File: config.mk
export PLATFORM = sky130hd
export DESIGN_NAME = fa_top
export DESIGN_NICKNAME = d
export VERILOG_FILES = /design/src/fa_pkg.sv /design/src/fa_top.sv /design/src/fa_sticky.sv
export VERILOG_INCLUDE_DIRS = /design/src
export SDC_FILE = /design/constraint.sdc
export NUM_CORES = 1
export LEC_CHECK = 0
export BUFFER_PORTS_ARGS = -buffer_cell sky130_fd_sc_hd__buf_2
export CELL_PAD_IN_SITES_DETAIL_PLACEMENT = 0
export CELL_PAD_IN_SITES_GLOBAL_PLACEMENT = 1
export CORE_MARGIN = 8
export CORE_UTILIZATION = 40
export CTS_BUF_LIST = sky130_fd_sc_hd__clkbuf_4 sky130_fd_sc_hd__clkbuf_8
export DETAILED_ROUTE_END_ITERATION = 10
export HOLD_SLACK_MARGIN = 0.03
export PLACE_DENSITY = 0.89
export SYNTH_ARGS = -nofsm -noshare
export SYNTH_HDL_FRONTEND = slang
export SYNTH_SLANG_ARGS = --single-unit
File: constraint.sdc
create_clock -name pclk -period 3.45 [get_ports pclk]
set_clock_uncertainty 0.15 [all_clocks]
set_input_delay 0.1725 -clock pclk [delete_from_list [all_inputs] [get_ports pclk]]
set_output_delay 0.1725 -clock pclk [all_outputs]
set_load 0.02 [all_outputs]
File: src/fa_map.svh
// Register indexes, field positions and reset values of the fault block
`ifndef FA_MAP_SVH
`define FA_MAP_SVH

// ==========================================================
// Register indexes (byte address = index * 4)
`define FA_IDX_UNLOCK  14'h2010
`define FA_IDX_MASK    14'h2020
`define FA_IDX_CLEAR   14'h2030
`define FA_IDX_CTRL    14'h2040
`define FA_IDX_SUMMARY 14'h2100
`define FA_IDX_REGF    14'h2101
`define FA_IDX_SYSF    14'h2102
`define FA_IDX_PWRF    14'h2103
`define FA_IDX_COMM1   14'h2104
`define FA_IDX_COMM2   14'h2105
`define FA_IDX_LDBG    14'h2306

// ==========================================================
// Reset values
`define FA_RST_BYTE    8'h00
`define FA_RST_CTRL    8'h01

// ==========================================================
// Unlock code
`define FA_UNLOCK_CODE 4'hA

// ==========================================================
// Mask and clear bit positions (same layout in both)
`define FA_B_CHAIN     7
`define FA_B_HOST      6
`define FA_B_FCOMM     5
`define FA_B_TONE      4
`define FA_B_HB        3
`define FA_B_REG       2
`define FA_B_SYS       1
`define FA_B_PWR       0

// ==========================================================
// Summary, control and flag bit positions
`define FA_S_COMM      3
`define FA_S_REG       2
`define FA_S_SYS       1
`define FA_S_PWR       0
`define FA_C_OUT_EN    0
`define FA_C_DIAG_GO   1
`define FA_SYS_SHDREC  5
`define FA_SYS_DIGRST  4
`define FA_C1_COMMCLR  1
`define FA_C2_LPHY     2
`endif

File: src/fa_pkg.sv
// Types shared by the fault aggregation block
package fa_pkg;
  typedef logic [7:0]  fa_byte_t;
  typedef logic [13:0] fa_idx_t;
  typedef enum logic [1:0] {
    FA_BUS_IDLE = 2'b01,
    FA_BUS_ACC  = 2'b10
  } fa_bus_t;
endpackage

File: src/fa_top.sv
// Fault aggregation: sticky flags, masks, summary and fault pin
// ==========================================================
// What this block does
// - UART mode: unlock ignores writes, reads zero
// - SPI: code A then start runs diagnostic
// - Reads keep unlock code, any write but an SPI unlock write clears
// - Chain mask blocks chain comm faults
// - Host mask blocks host port comm faults
// - Detect, tone, heartbeat masks block comm summary
// - Reg, sys, power masks block summary and pin
// - System clear wipes flags and summary, self-clears
// - System summary is any flag and unmasked
// - Power summary is any flag and unmasked
// - Register flags: bitflip, load, CRC
// - System flags: validate, digital reset, oscillator
// - Long timeout sets its flag
// - Short timeout only sets its flag
// - Power flags: five supply faults
// - Comm clear flag on its event, or on a ping in UART mode only
// - Second comm register: SPI and chain faults
// - Lower port bit error adds byte error
// - Enabled pin pulls low on unmasked fault
`timescale 1ns/10ps
`include "fa_map.svh"
module fa_top
  import fa_pkg::*;
(
  input  wire logic        pclk,
  input  wire logic        presetn,
  input  wire logic        ce,
  input  wire logic        psel,
  input  wire logic        penable,
  input  wire logic        pwrite,
  input  wire logic [15:0] paddr,
  input  wire logic [31:0] pwdata,
  input  wire logic [3:0]  pstrb,
  output logic      [31:0] prdata,
  output logic             pready,
  output logic             pslverr,
  input  wire logic        spi_mode_pin,
  input  wire logic [2:0]  reg_evt,
  input  wire logic [7:0]  sys_evt,
  input  wire logic [4:0]  pwr_evt,
  input  wire logic [6:0]  comm1_evt,
  input  wire logic        commclr_ping,
  input  wire logic [5:0]  comm2_evt,
  input  wire logic        lower_byte_evt,
  input  wire logic        wake_ping,
  input  wire logic        soft_reset,
  output logic             fault_out_n_o,
  output logic             fault_out_n_oe,
  output logic             fifo_diag_start,
  output logic             chain_rx_off,
  output fa_byte_t         summary
);

  // ========================================================
  // Local decode
  function automatic logic hit(input logic [15:0] a,
                               input fa_idx_t idx);
    hit = (a[15:2] == idx);
  endfunction

  fa_bus_t  bus_st;
  logic     spi_meta;
  logic     spi_mode;
  logic     rst_seen;
  logic     acc;
  logic     wr_acc;
  logic     rd_acc;
  logic     lane0;
  fa_byte_t wbyte;
  fa_byte_t clr;
  fa_byte_t mask;
  fa_byte_t ctrl;
  logic [3:0] unlock_code;
  logic [2:0] reg_q;
  fa_byte_t sys_q;
  logic [4:0] pwr_q;
  logic [6:0] comm1_q;
  logic [5:0] comm2_q;
  logic [1:0] ldbg_q;
  logic       reg_sum;
  fa_byte_t sys_set;
  logic [6:0] comm1_set;
  fa_byte_t sys_clr;
  logic [6:0] comm1_clr;
  logic [5:0] comm2_clr;
  logic       chain_f;
  logic       host_f;
  logic       sum_comm;
  fa_byte_t next_summary;
  fa_byte_t next_rbyte;
  logic       next_known;

  // ========================================================
  // Mode pin synchroniser
  always_ff @(posedge pclk or negedge presetn) begin
    if (!presetn) begin
      spi_meta <= 1'b0;
      spi_mode <= 1'b0;
    end else if (ce) begin
      spi_meta <= spi_mode_pin;
      spi_mode <= spi_meta;
    end
  end

  // ========================================================
  // APB slave: no wait states, answer prepared in setup
  assign acc    = ce & psel & penable & pready;
  assign wr_acc = acc & pwrite;
  assign rd_acc = acc & ~pwrite;
  assign lane0  = pstrb[0];
  assign wbyte  = pwdata[7:0];

  always_ff @(posedge pclk or negedge presetn) begin
    if (!presetn) begin
      bus_st <= FA_BUS_IDLE;
      pready <= 1'b0;
    end else if (ce) begin
      case (bus_st)
        FA_BUS_IDLE: begin
          if (psel && !penable) begin
            bus_st <= FA_BUS_ACC;
            pready <= 1'b1;
          end
        end
        FA_BUS_ACC: begin
          bus_st <= FA_BUS_IDLE;
          pready <= 1'b0;
        end
        default: begin
          bus_st <= FA_BUS_IDLE;
          pready <= 1'b0;
        end
      endcase
    end
  end

  always_comb begin
    next_rbyte = `FA_RST_BYTE;
    next_known = 1'b1;
    if (hit(paddr, `FA_IDX_UNLOCK)) begin
      next_rbyte = spi_mode ? {4'h0, unlock_code} : `FA_RST_BYTE;
    end else if (hit(paddr, `FA_IDX_MASK)) begin
      next_rbyte = mask;
    end else if (hit(paddr, `FA_IDX_CLEAR)) begin
      next_rbyte = `FA_RST_BYTE;
    end else if (hit(paddr, `FA_IDX_CTRL)) begin
      next_rbyte = ctrl;
    end else if (hit(paddr, `FA_IDX_SUMMARY)) begin
      next_rbyte = next_summary;
    end else if (hit(paddr, `FA_IDX_REGF)) begin
      next_rbyte = {5'h00, reg_q};
    end else if (hit(paddr, `FA_IDX_SYSF)) begin
      next_rbyte = sys_q;
    end else if (hit(paddr, `FA_IDX_PWRF)) begin
      next_rbyte = {3'h0, pwr_q};
    end else if (hit(paddr, `FA_IDX_COMM1)) begin
      next_rbyte = {1'b0, comm1_q};
    end else if (hit(paddr, `FA_IDX_COMM2)) begin
      next_rbyte = {2'h0, comm2_q};
    end else if (hit(paddr, `FA_IDX_LDBG)) begin
      next_rbyte = {6'h00, ldbg_q};
    end else begin
      next_known = 1'b0;
    end
  end

  // Data is sampled in setup so it stands still over the access
  always_ff @(posedge pclk or negedge presetn) begin
    if (!presetn) begin
      prdata  <= 32'h0000_0000;
      pslverr <= 1'b0;
    end else if (ce && psel && !penable) begin
      prdata  <= {24'h00_0000, next_rbyte};
      pslverr <= ~next_known;
    end
  end

  // ========================================================
  // Mask and control registers
  always_ff @(posedge pclk or negedge presetn) begin
    if (!presetn) begin
      mask <= `FA_RST_BYTE;
    end else if (wr_acc && lane0 && hit(paddr, `FA_IDX_MASK)) begin
      mask <= wbyte;
    end
  end

  always_ff @(posedge pclk or negedge presetn) begin
    if (!presetn) begin
      ctrl <= `FA_RST_CTRL;
    end else if (wr_acc && lane0 && hit(paddr, `FA_IDX_CTRL)) begin
      ctrl <= {7'h00, wbyte[`FA_C_OUT_EN]};
    end
  end

  // ========================================================
  // Diagnostic unlock
  always_ff @(posedge pclk or negedge presetn) begin
    if (!presetn) begin
      unlock_code <= 4'h0;
    end else if (wr_acc) begin
      // any write clears, only an unlock write reloads
      if (hit(paddr, `FA_IDX_UNLOCK) && lane0 && spi_mode) begin
        unlock_code <= wbyte[3:0];
      end else begin
        unlock_code <= 4'h0;
      end
    end
  end

  // start honoured only while code A stands in SPI mode
  always_ff @(posedge pclk or negedge presetn) begin
    if (!presetn) begin
      fifo_diag_start <= 1'b0;
    end else if (ce) begin
      fifo_diag_start <= wr_acc && lane0 && spi_mode
                         && hit(paddr, `FA_IDX_CTRL)
                         && wbyte[`FA_C_DIAG_GO]
                         && unlock_code == `FA_UNLOCK_CODE;
    end
  end

  // ========================================================
  // Clear pulses: nothing is stored, so the bits read zero
  // writing 0 leaves flags alone
  assign clr = (wr_acc && lane0 && hit(paddr, `FA_IDX_CLEAR))
               ? wbyte : `FA_RST_BYTE;

  assign sys_clr   = {8{clr[`FA_B_SYS]}};
  assign comm1_clr = {clr[`FA_B_FCOMM], clr[`FA_B_TONE],
                      {2{clr[`FA_B_HB]}}, {3{clr[`FA_B_HOST]}}};
  assign comm2_clr = {{2{clr[`FA_B_HOST]}}, {4{clr[`FA_B_CHAIN]}}};

  // ========================================================
  // Flag sources
  always_ff @(posedge pclk or negedge presetn) begin
    if (!presetn) begin
      rst_seen <= 1'b0;
    end else if (ce) begin
      rst_seen <= 1'b1;
    end
  end

  // digital reset flag raised once after release
  // timeouts just set their own flags
  always_comb begin
    sys_set = sys_evt;
    sys_set[`FA_SYS_DIGRST] = sys_evt[`FA_SYS_DIGRST] | ~rst_seen;
  end

  // ping-caused comm clear only counts in UART mode
  always_comb begin
    comm1_set = comm1_evt;
    comm1_set[`FA_C1_COMMCLR] = comm1_evt[`FA_C1_COMMCLR]
                                | (commclr_ping & ~spi_mode);
  end

  fa_sticky #(.W(3)) u_regf (
    .pclk    (pclk),
    .presetn (presetn),
    .ce      (ce),
    .set_evt (reg_evt),
    .clr     (3'h0),
    .q       (reg_q)
  );

  // system flags wiped as a whole
  fa_sticky #(.W(8)) u_sysf (
    .pclk    (pclk),
    .presetn (presetn),
    .ce      (ce),
    .set_evt (sys_set),
    .clr     (sys_clr),
    .q       (sys_q)
  );

  fa_sticky #(.W(5)) u_pwrf (
    .pclk    (pclk),
    .presetn (presetn),
    .ce      (ce),
    .set_evt (pwr_evt),
    .clr     ({5{clr[`FA_B_PWR]}}),
    .q       (pwr_q)
  );

  fa_sticky #(.W(7)) u_comm1 (
    .pclk    (pclk),
    .presetn (presetn),
    .ce      (ce),
    .set_evt (comm1_set),
    .clr     (comm1_clr),
    .q       (comm1_q)
  );

  fa_sticky #(.W(6)) u_comm2 (
    .pclk    (pclk),
    .presetn (presetn),
    .ce      (ce),
    .set_evt (comm2_evt),
    .clr     (comm2_clr),
    .q       (comm2_q)
  );

  // a lower port bit error implies a byte error
  fa_sticky #(.W(2)) u_ldbg (
    .pclk    (pclk),
    .presetn (presetn),
    .ce      (ce),
    .set_evt ({comm2_evt[`FA_C2_LPHY],
               comm2_evt[`FA_C2_LPHY] | lower_byte_evt}),
    .clr     ({2{clr[`FA_B_CHAIN]}}),
    .q       (ldbg_q)
  );

  // register summary is its own sticky bit
  always_ff @(posedge pclk or negedge presetn) begin
    if (!presetn) begin
      reg_sum <= 1'b0;
    end else if (ce) begin
      reg_sum <= (reg_sum & ~clr[`FA_B_REG])
                 | (|reg_evt & ~mask[`FA_B_REG]);
    end
  end

  // receivers stay off until a wake ping or soft reset
  always_ff @(posedge pclk or negedge presetn) begin
    if (!presetn) begin
      chain_rx_off <= 1'b0;
    end else if (ce) begin
      if (sys_evt[`FA_SYS_SHDREC]) begin
        chain_rx_off <= 1'b1;
      end else if (wake_ping || soft_reset) begin
        chain_rx_off <= 1'b0;
      end
    end
  end

  // ========================================================
  // Masking and summary
  assign chain_f = |comm2_q[3:0];
  assign host_f  = |comm1_q[2:0] | |comm2_q[5:4];

  // each comm group has its own gate
  assign sum_comm = (chain_f & ~mask[`FA_B_CHAIN])
                  | (host_f & ~mask[`FA_B_HOST])
                  | (comm1_q[6] & ~mask[`FA_B_FCOMM])
                  | (comm1_q[5] & ~mask[`FA_B_TONE])
                  | (|comm1_q[4:3] & ~mask[`FA_B_HB]);

  // masks gate summary only, flags keep updating
  always_comb begin
    next_summary = `FA_RST_BYTE;
    next_summary[`FA_S_COMM] = sum_comm;
    next_summary[`FA_S_REG]  = reg_sum;
    next_summary[`FA_S_SYS]  = |sys_q & ~mask[`FA_B_SYS];
    next_summary[`FA_S_PWR]  = |pwr_q & ~mask[`FA_B_PWR];
  end

  // ========================================================
  // Fault pin, open drain: only ever drives low
  always_ff @(posedge pclk or negedge presetn) begin
    if (!presetn) begin
      summary        <= `FA_RST_BYTE;
      fault_out_n_o  <= 1'b0;
      fault_out_n_oe <= 1'b0;
    end else if (ce) begin
      summary        <= next_summary;
      fault_out_n_o  <= 1'b0;
      // driver disabled when the enable is 0
      fault_out_n_oe <= ctrl[`FA_C_OUT_EN] & |next_summary;
    end
  end
endmodule

File: src/fa_sticky.sv
// Bank of sticky fault flags where a set beats a clear
`timescale 1ns/10ps
module fa_sticky
  import fa_pkg::*;
#(
  parameter int W = 8
) (
  input  wire logic         pclk,
  input  wire logic         presetn,
  input  wire logic         ce,
  input  wire logic [W-1:0] set_evt,
  input  wire logic [W-1:0] clr,
  output logic      [W-1:0] q
);
  always_ff @(posedge pclk or negedge presetn) begin
    if (!presetn) begin
      q <= '0;
    end else if (ce) begin
      q <= (q & ~clr) | set_evt;
    end
  end
endmodule

Yosys cells after proc, flatten, opt, wreduce, memory -nomap -nowiden

Cells that the tools add are included.

Logic and storage cells: 144
Flip-flop bits (word level): 67
Output and inout port bits: 46
Input port bits: 92

Mux-type cells: 31
Equality and inequality tests: 14
Reductions and logical operators: 26
Bitwise operators: 52

Operator list:

| cell                   | count |
|---|---|
| $eq A14 B14 Y1 const B | 11 |
| $mux W8                | 8 |
| $and A1 B1 Y1          | 15 |
| $mux W1                | 15 |
| $mux W7                | 2 |
| $logic_and A1 B1 Y1    | 13 |
| $not A1 Y1             | 12 |
| $or A1 B1 Y1           | 9 |
| $and A8 B8 Y8          | 1 |
| $mux W4                | 2 |
| $not A8 Y8             | 1 |
| $or A8 B8 Y8           | 1 |
| $reduce_or A4 Y1       | 2 |
| $reduce_or A8 Y1       | 1 |
| $and A7 B7 Y7          | 1 |
| $not A7 Y7             | 1 |
| $or A7 B7 Y7           | 1 |
| $and A6 B6 Y6          | 1 |
| $mux W2                | 3 |
| $mux W6                | 1 |
| $not A6 Y6             | 1 |
| $or A6 B6 Y6           | 1 |
| $reduce_or A3 Y1       | 2 |
| $and A5 B5 Y5          | 1 |
| other kinds (15)       | 17 |

Depth between registers and ports, before layout

Word-level depth: 13
Gate-level depth with buffers: 7
Mapped depth without buffers: 6

Hierarchy

A second synthesis with hierarchy kept.

Cells, all modules: 351
Area, all modules: 3693.5 µm²

By module, submodules not included:

| module              | area each (µm²) | instances | seq. area each (µm²) | cells an instance |
|---|---|---|---|---|
| fa_top              | 2466.1          | 1         | 878.3                | 253 |
| fa_sticky (u_sysf)  | 322.8           | 1         | 200.2                | 26 |
| fa_sticky (u_comm1) | 279.0           | 1         | 175.2                | 22 |
| fa_sticky (u_comm2) | 239.0           | 1         | 150.1                | 19 |
| fa_sticky (u_pwrf)  | 198.9           | 1         | 125.1                | 16 |
| fa_sticky (u_regf)  | 112.6           | 1         | 75.1                 | 9 |
| fa_sticky (u_ldbg)  | 75.1            | 1         | 50.0                 | 6 |

Least setup slack after synthesis

OpenSTA, ideal clock, no wires.

Path type: input port to flip-flop
From: input paddr[2]
To: register mask[0]
Cell stages on the path: 5
Setup slack: 1.555 ns
Buffers on the path: 1
Data arrival time: 1.620 ns
Library setup time: 0.125 ns
Required time: 3.175 ns
Cell sequence: buf_2 -> nor3_1 -> nand4_2 -> nor4_4 -> mux2_2

Longest elaborated chain between the ends: 2

RTL lines:

| item                 | line          | text |
|---|---|---|
| from (decl)          | fa_top.sv:34  | `input wire logic [15:0] paddr,` |
| $eq A14 B14 Y1       | fa_top.sv:61  | `hit = (a[15:2] == idx);` |
| $logic_and A1 B1 Y1  | fa_top.sv:186 | `` end else if (wr_acc && lane0 && hit(paddr, `FA_IDX_MASK)) begin `` |
| to (signal assigned) | fa_top.sv:185 | `` mask <= `FA_RST_BYTE; `` |
| to (signal assigned) | fa_top.sv:187 | `mask <= wbyte;` |
| to (decl)            | fa_top.sv:74  | `fa_byte_t mask;` |

No other way between the ends.
A chain may end at the register's enable or synchronous reset.

Final worst setup path

From: input paddr[2]
To: register u_comm1.q[4]

Longest elaborated chain between the ends: 6

RTL lines:

| item                 | line            | text |
|---|---|---|
| $eq A14 B14 Y1       | fa_top.sv:61    |  |
| $logic_and A1 B1 Y1  | fa_top.sv:229   | `` assign clr = (wr_acc && lane0 && hit(paddr, `FA_IDX_CLEAR)) `` |
| $mux W8 (no line)    | --              |  |
| $not A7 Y7           | fa_sticky.sv:19 | `q <= (q & ~clr) \| set_evt;` |
| $and A7 B7 Y7        | fa_sticky.sv:19 |  |
| $or A7 B7 Y7         | fa_sticky.sv:19 |  |
| to (signal assigned) | fa_sticky.sv:19 |  |
| to (decl)            | fa_sticky.sv:13 | `output logic [W-1:0] q` |

No other way between the ends.

==> summary by stage <==
Die
The number of primary I/O pins is 138. In this run the core area contains 33 standard-cell rows. Measured along the y axis, the die boundary spans 108.6 µm. The initial core utilization is 41.56%. The area of the core is 0.008258 mm². The die outline area is 0.01180 mm². The floorplan step set the die width to 108.6 µm.

STA
In the final timing run, aggregate negative setup slack is 0 ns. After layout, the worst path uses 71.38% of the clock period. The final setup violation count is 0. The slew at the pin with the worst max-slew slack is 0.7541 ns. Setup repair after global routing left no endpoint under its margin. In the post-route analysis, the smallest setup slack over all paths is 0.9874 ns.

The worst relative slew slack is 49.31%. The final critical-path required period is 2.463 ns. The number of max-slew violations in the final report was 0. The number of failing hold endpoints at the final stage is 0.

Timing would allow up to 406.1 MHz.

Placement
Summed over all nets, the half-perimeter wirelength after detailed placement is 7.492 mm. The count of port buffers added during placement is 79. The final RePlAce weighted congestion is 0.8770. OpenSTA, run right after detailed placement, puts the worst setup slack at 0.9795 ns. The number of placed cells counting well taps is 502.

Global route
The via count of the first global-routing pass is 3,116. The overall overflow remaining after global route is 0. The initial antenna violation count is 0.

The pin count of the biggest net entering global routing is 39. Across every metal layer, demand over resource in global routing totals 17.68%. The global-route wire length before repair is 16.24 mm.

Setup path
The critical path goes through buf_2 -> nor3_1 -> nand4_2 -> nor3_4 -> nand2_1 -> a22o_1 -> dlygate4sd3_1. In this design, the stage delay of the slowest critical-path cell is 0.56 ns. The critical path in this run is classified as in2reg. The slack of the worst reg-to-reg path is 1.03 ns. The required time at the endpoint of the critical path is 3.53 ns. On the critical path, the stage with the largest delay is an instance of dlygate4sd3_1. The maximum fanout along the worst path is 19. The launching element type of the critical path is an input port. Data on the critical path arrives at its endpoint at 2.54 ns. The capturing element type of the critical path is a flop.

Drt
The number of design rule violations left after detail routing is 0. After detailed routing, the number of vias per cell comes to 5.330. Wire segments on met3 add up to 794 µm in the final route. The number of antenna-violating nets in the routed design is 0. The number of detailed-route iterations in the first pass is 5.

The routed design has 10.06 mm of wire. The highest metal layer carrying signal wires in the routed design is met4. The amount of wire on met2 after detailed routing is 4.558 mm.

The initial DRC count is 136. The wire length per cell is 17.88 µm. The met1 layer wirelength in the final routing is 4.536 mm. The total number of vias is 3,001.

Clock network
For the worst-skew pair, the clock arrives at the later sink with an insertion delay of 0.34 ns. The number of clock sinks is 66. The clock transition time at the flip-flop clock pins of the worst setup and hold paths is 0.07 ns. TritonCTS built the clock tree.

The number of buffers added by the clock tree synthesis step is 9. The H-tree depth is 3. The master cell of the clock root buffer is clkbuf_8. The buffer levels on the longest clock path is 2.

Layout
The count of filler cells inserted in the layout is 743. The finished layout holds 563 standard cells, fillers aside. The layout overhead on the synthesized area is 29.93%. The share of cells above drive strength 1 is 27.07%. 0 antenna diodes ended up in the layout. The library cells used most frequently in the layout, excluding fill and tap cells, are 79 x buf_2, 64 x dfrtp_1, 45 x dlygate4sd3_1, 33 x a22o_1, 29 x conb_1. The final layout contains 545 nets. Leaving out fill and tap cells, the most frequent cell in the layout is buf_2.

Synth
The portion of netlist area occupied by mux cells is 7.583%. The number of synthesized flops with an enable pin is 0. The number of different library cells used by synthesis comes to 53. The synthesized area divided by synthesized cell count is 10.50 µm². The parity-gate share of the synthesized area counting xor and xnor cells is 0.2552%. The synthesized area is 0.003432 mm². The fraction of the yosys area taken by sequential cells is 48.20%.

The post-synthesis compound-gate area fraction is 18.92%. The post-synthesis share of cell area spent on full adders, half adders and majority gates is 0%. Synthesis produced 327 cells. Of all flip-flops after synthesis, the portion carrying an async set or reset was 100.0%. The post-synthesis register bit count is 66. The most used flip-flop cell after synthesis is dfrtp_1. Yosys printed 0 warnings. After synthesis, the largest family of logic cells by area is compound AO/OA/AOI/OAI gates.

Summing the areas of all and, or, nand and nor instances in the mapped netlist gives 16.81% of the synthesized area.

Power
The peak supply drop is 175.5 µV. The ratio of total power to cell area is 373.3 mW/mm². The leakage power total is 2.003 nW.

Run status
The flow ran to the end, and the final reports show no timing, DRC or antenna violations.

Job
Across the run, the number of max-cap violations was 0.

Min path
The class of the tightest hold or removal check is in2reg.
flip-flops by register name, indices dropped and copies added (netlist names), 2 cells and up:
register     count
summary          4
prdata           8
u_pwrf.q         5
u_comm1.q        7
u_sysf.q         8
unlock_code      4
u_ldbg.q         2
u_comm2.q        6
mask             8
u_regf.q         3
area by class of cell:
| class | count | area, µm² | share of cell area (%) |
|---|---|---|---|
| tap | 105 | 131.4 | 2.946 |
| multi-input combinational | 244 | 1604 | 35.97 |
| timing repair buffer | 126 | 860.8 | 19.30 |
| sequential | 66 | 1654 | 37.09 |
| clock buffer | 14 | 173.9 | 3.900 |
| inverter | 6 | 22.52 | 0.5051 |
| clock inverter | 2 | 12.51 | 0.2806 |
cell usage after synthesis, types with 2 or more instances:
cell type	instances	area share, %
and3_1	3	0.55
or3_1	2	0.36
dfstp_2	2	1.5
or2_2	3	0.55
nor4_1	5	0.91
o22ai_1	5	0.91
o32ai_1	2	0.51
clkbuf_1	9	0.98
o21ai_0	15	2.2
a221o_1	2	0.58
inv_1	6	0.66
nand2_1	28	3.1
a221oi_1	3	0.77
nand4_1	4	0.73
nor3_1	11	1.6
a22o_1	33	8.4
buf_4	29	6.3
a21oi_1	11	1.6
a21o_1	3	0.66
dfrtp_1	64	47
nand2b_1	6	1.1
nor2_1	20	2.2
nor2b_1	6	1.1
mux2_2	14	4.6
nand3_1	6	0.87
mux2i_1	8	2.3
logic make-up after synthesis:
| family | count (synthesis) |
|---|---|
| AND/OR/NAND/NOR | 104 |
| other | 1 |
| multiplexers | 23 |
| flip-flops | 66 |
| buffers and inverters | 45 |
| AO/OA/AOI/OAI | 87 |
| XOR/XNOR | 1 |
power by group:
part           internal, mW  switching [mW]
clock network         0.324           0.287
logic                0.0999           0.144
registers             0.797          0.0135
path summary, 6_finish.rpt:
kind | to | startpoint | depth (start not counted)
worst min-delay path | chain_rx_off$_DFFE_PN0P_ | soft_reset | 3
worst max-delay path | u_comm1.q[4]$_DFFE_PN0P_ | paddr[2] | 7
worst max register to register | u_comm1.q[4]$_DFFE_PN0P_ | pready$_DFFE_PN0P_ | 5
worst min register to register | u_regf.q[0]$_DFFE_PN0P_ | u_regf.q[0]$_DFFE_PN0P_ | 1
min in group asynchronous | summary[2]$_DFFE_PN0P_ | presetn | 2
max in group asynchronous | u_comm1.q[5]$_DFFE_PN0P_ | presetn | 3
repair_timing:
action | in CTS | in global routing
buffers inserted | 0 | 0
resized for setup | 0 | 0
hold buffers | 45 | 0
endpoints found under the hold margin | 73 | 0
layer usage:
metal | track usage, % | vias to the layer above
met5 | 0 | -
met4 | 6.354 | 0
met3 | 4.956 | 15
met2 | 27.11 | 120
met1 | 23.40 | 1447
li1 | - | 1419
per-stage QoR:
stage	area (µm²)	hold slack, ns	total power [mW]	util [%]
after global placement	3822	0.08031	1.028	46.29
final	4459	0.04941	1.665	54.00
after CTS	4459	0.03655	1.679	54.00
after floorplan	3537	-0.2731	0.9618	-
after detailed placement	3822	0.08528	1.031	46.29
after global routing	4459	0.04950	1.747	54.00
worst max-delay path: cells and delay by family:
family          cells  cell delay (ns)
compound gates      1             0.20
buf+inv             2             0.80
simple gates        4             1.34
Power figures use the tool's default switching activity.
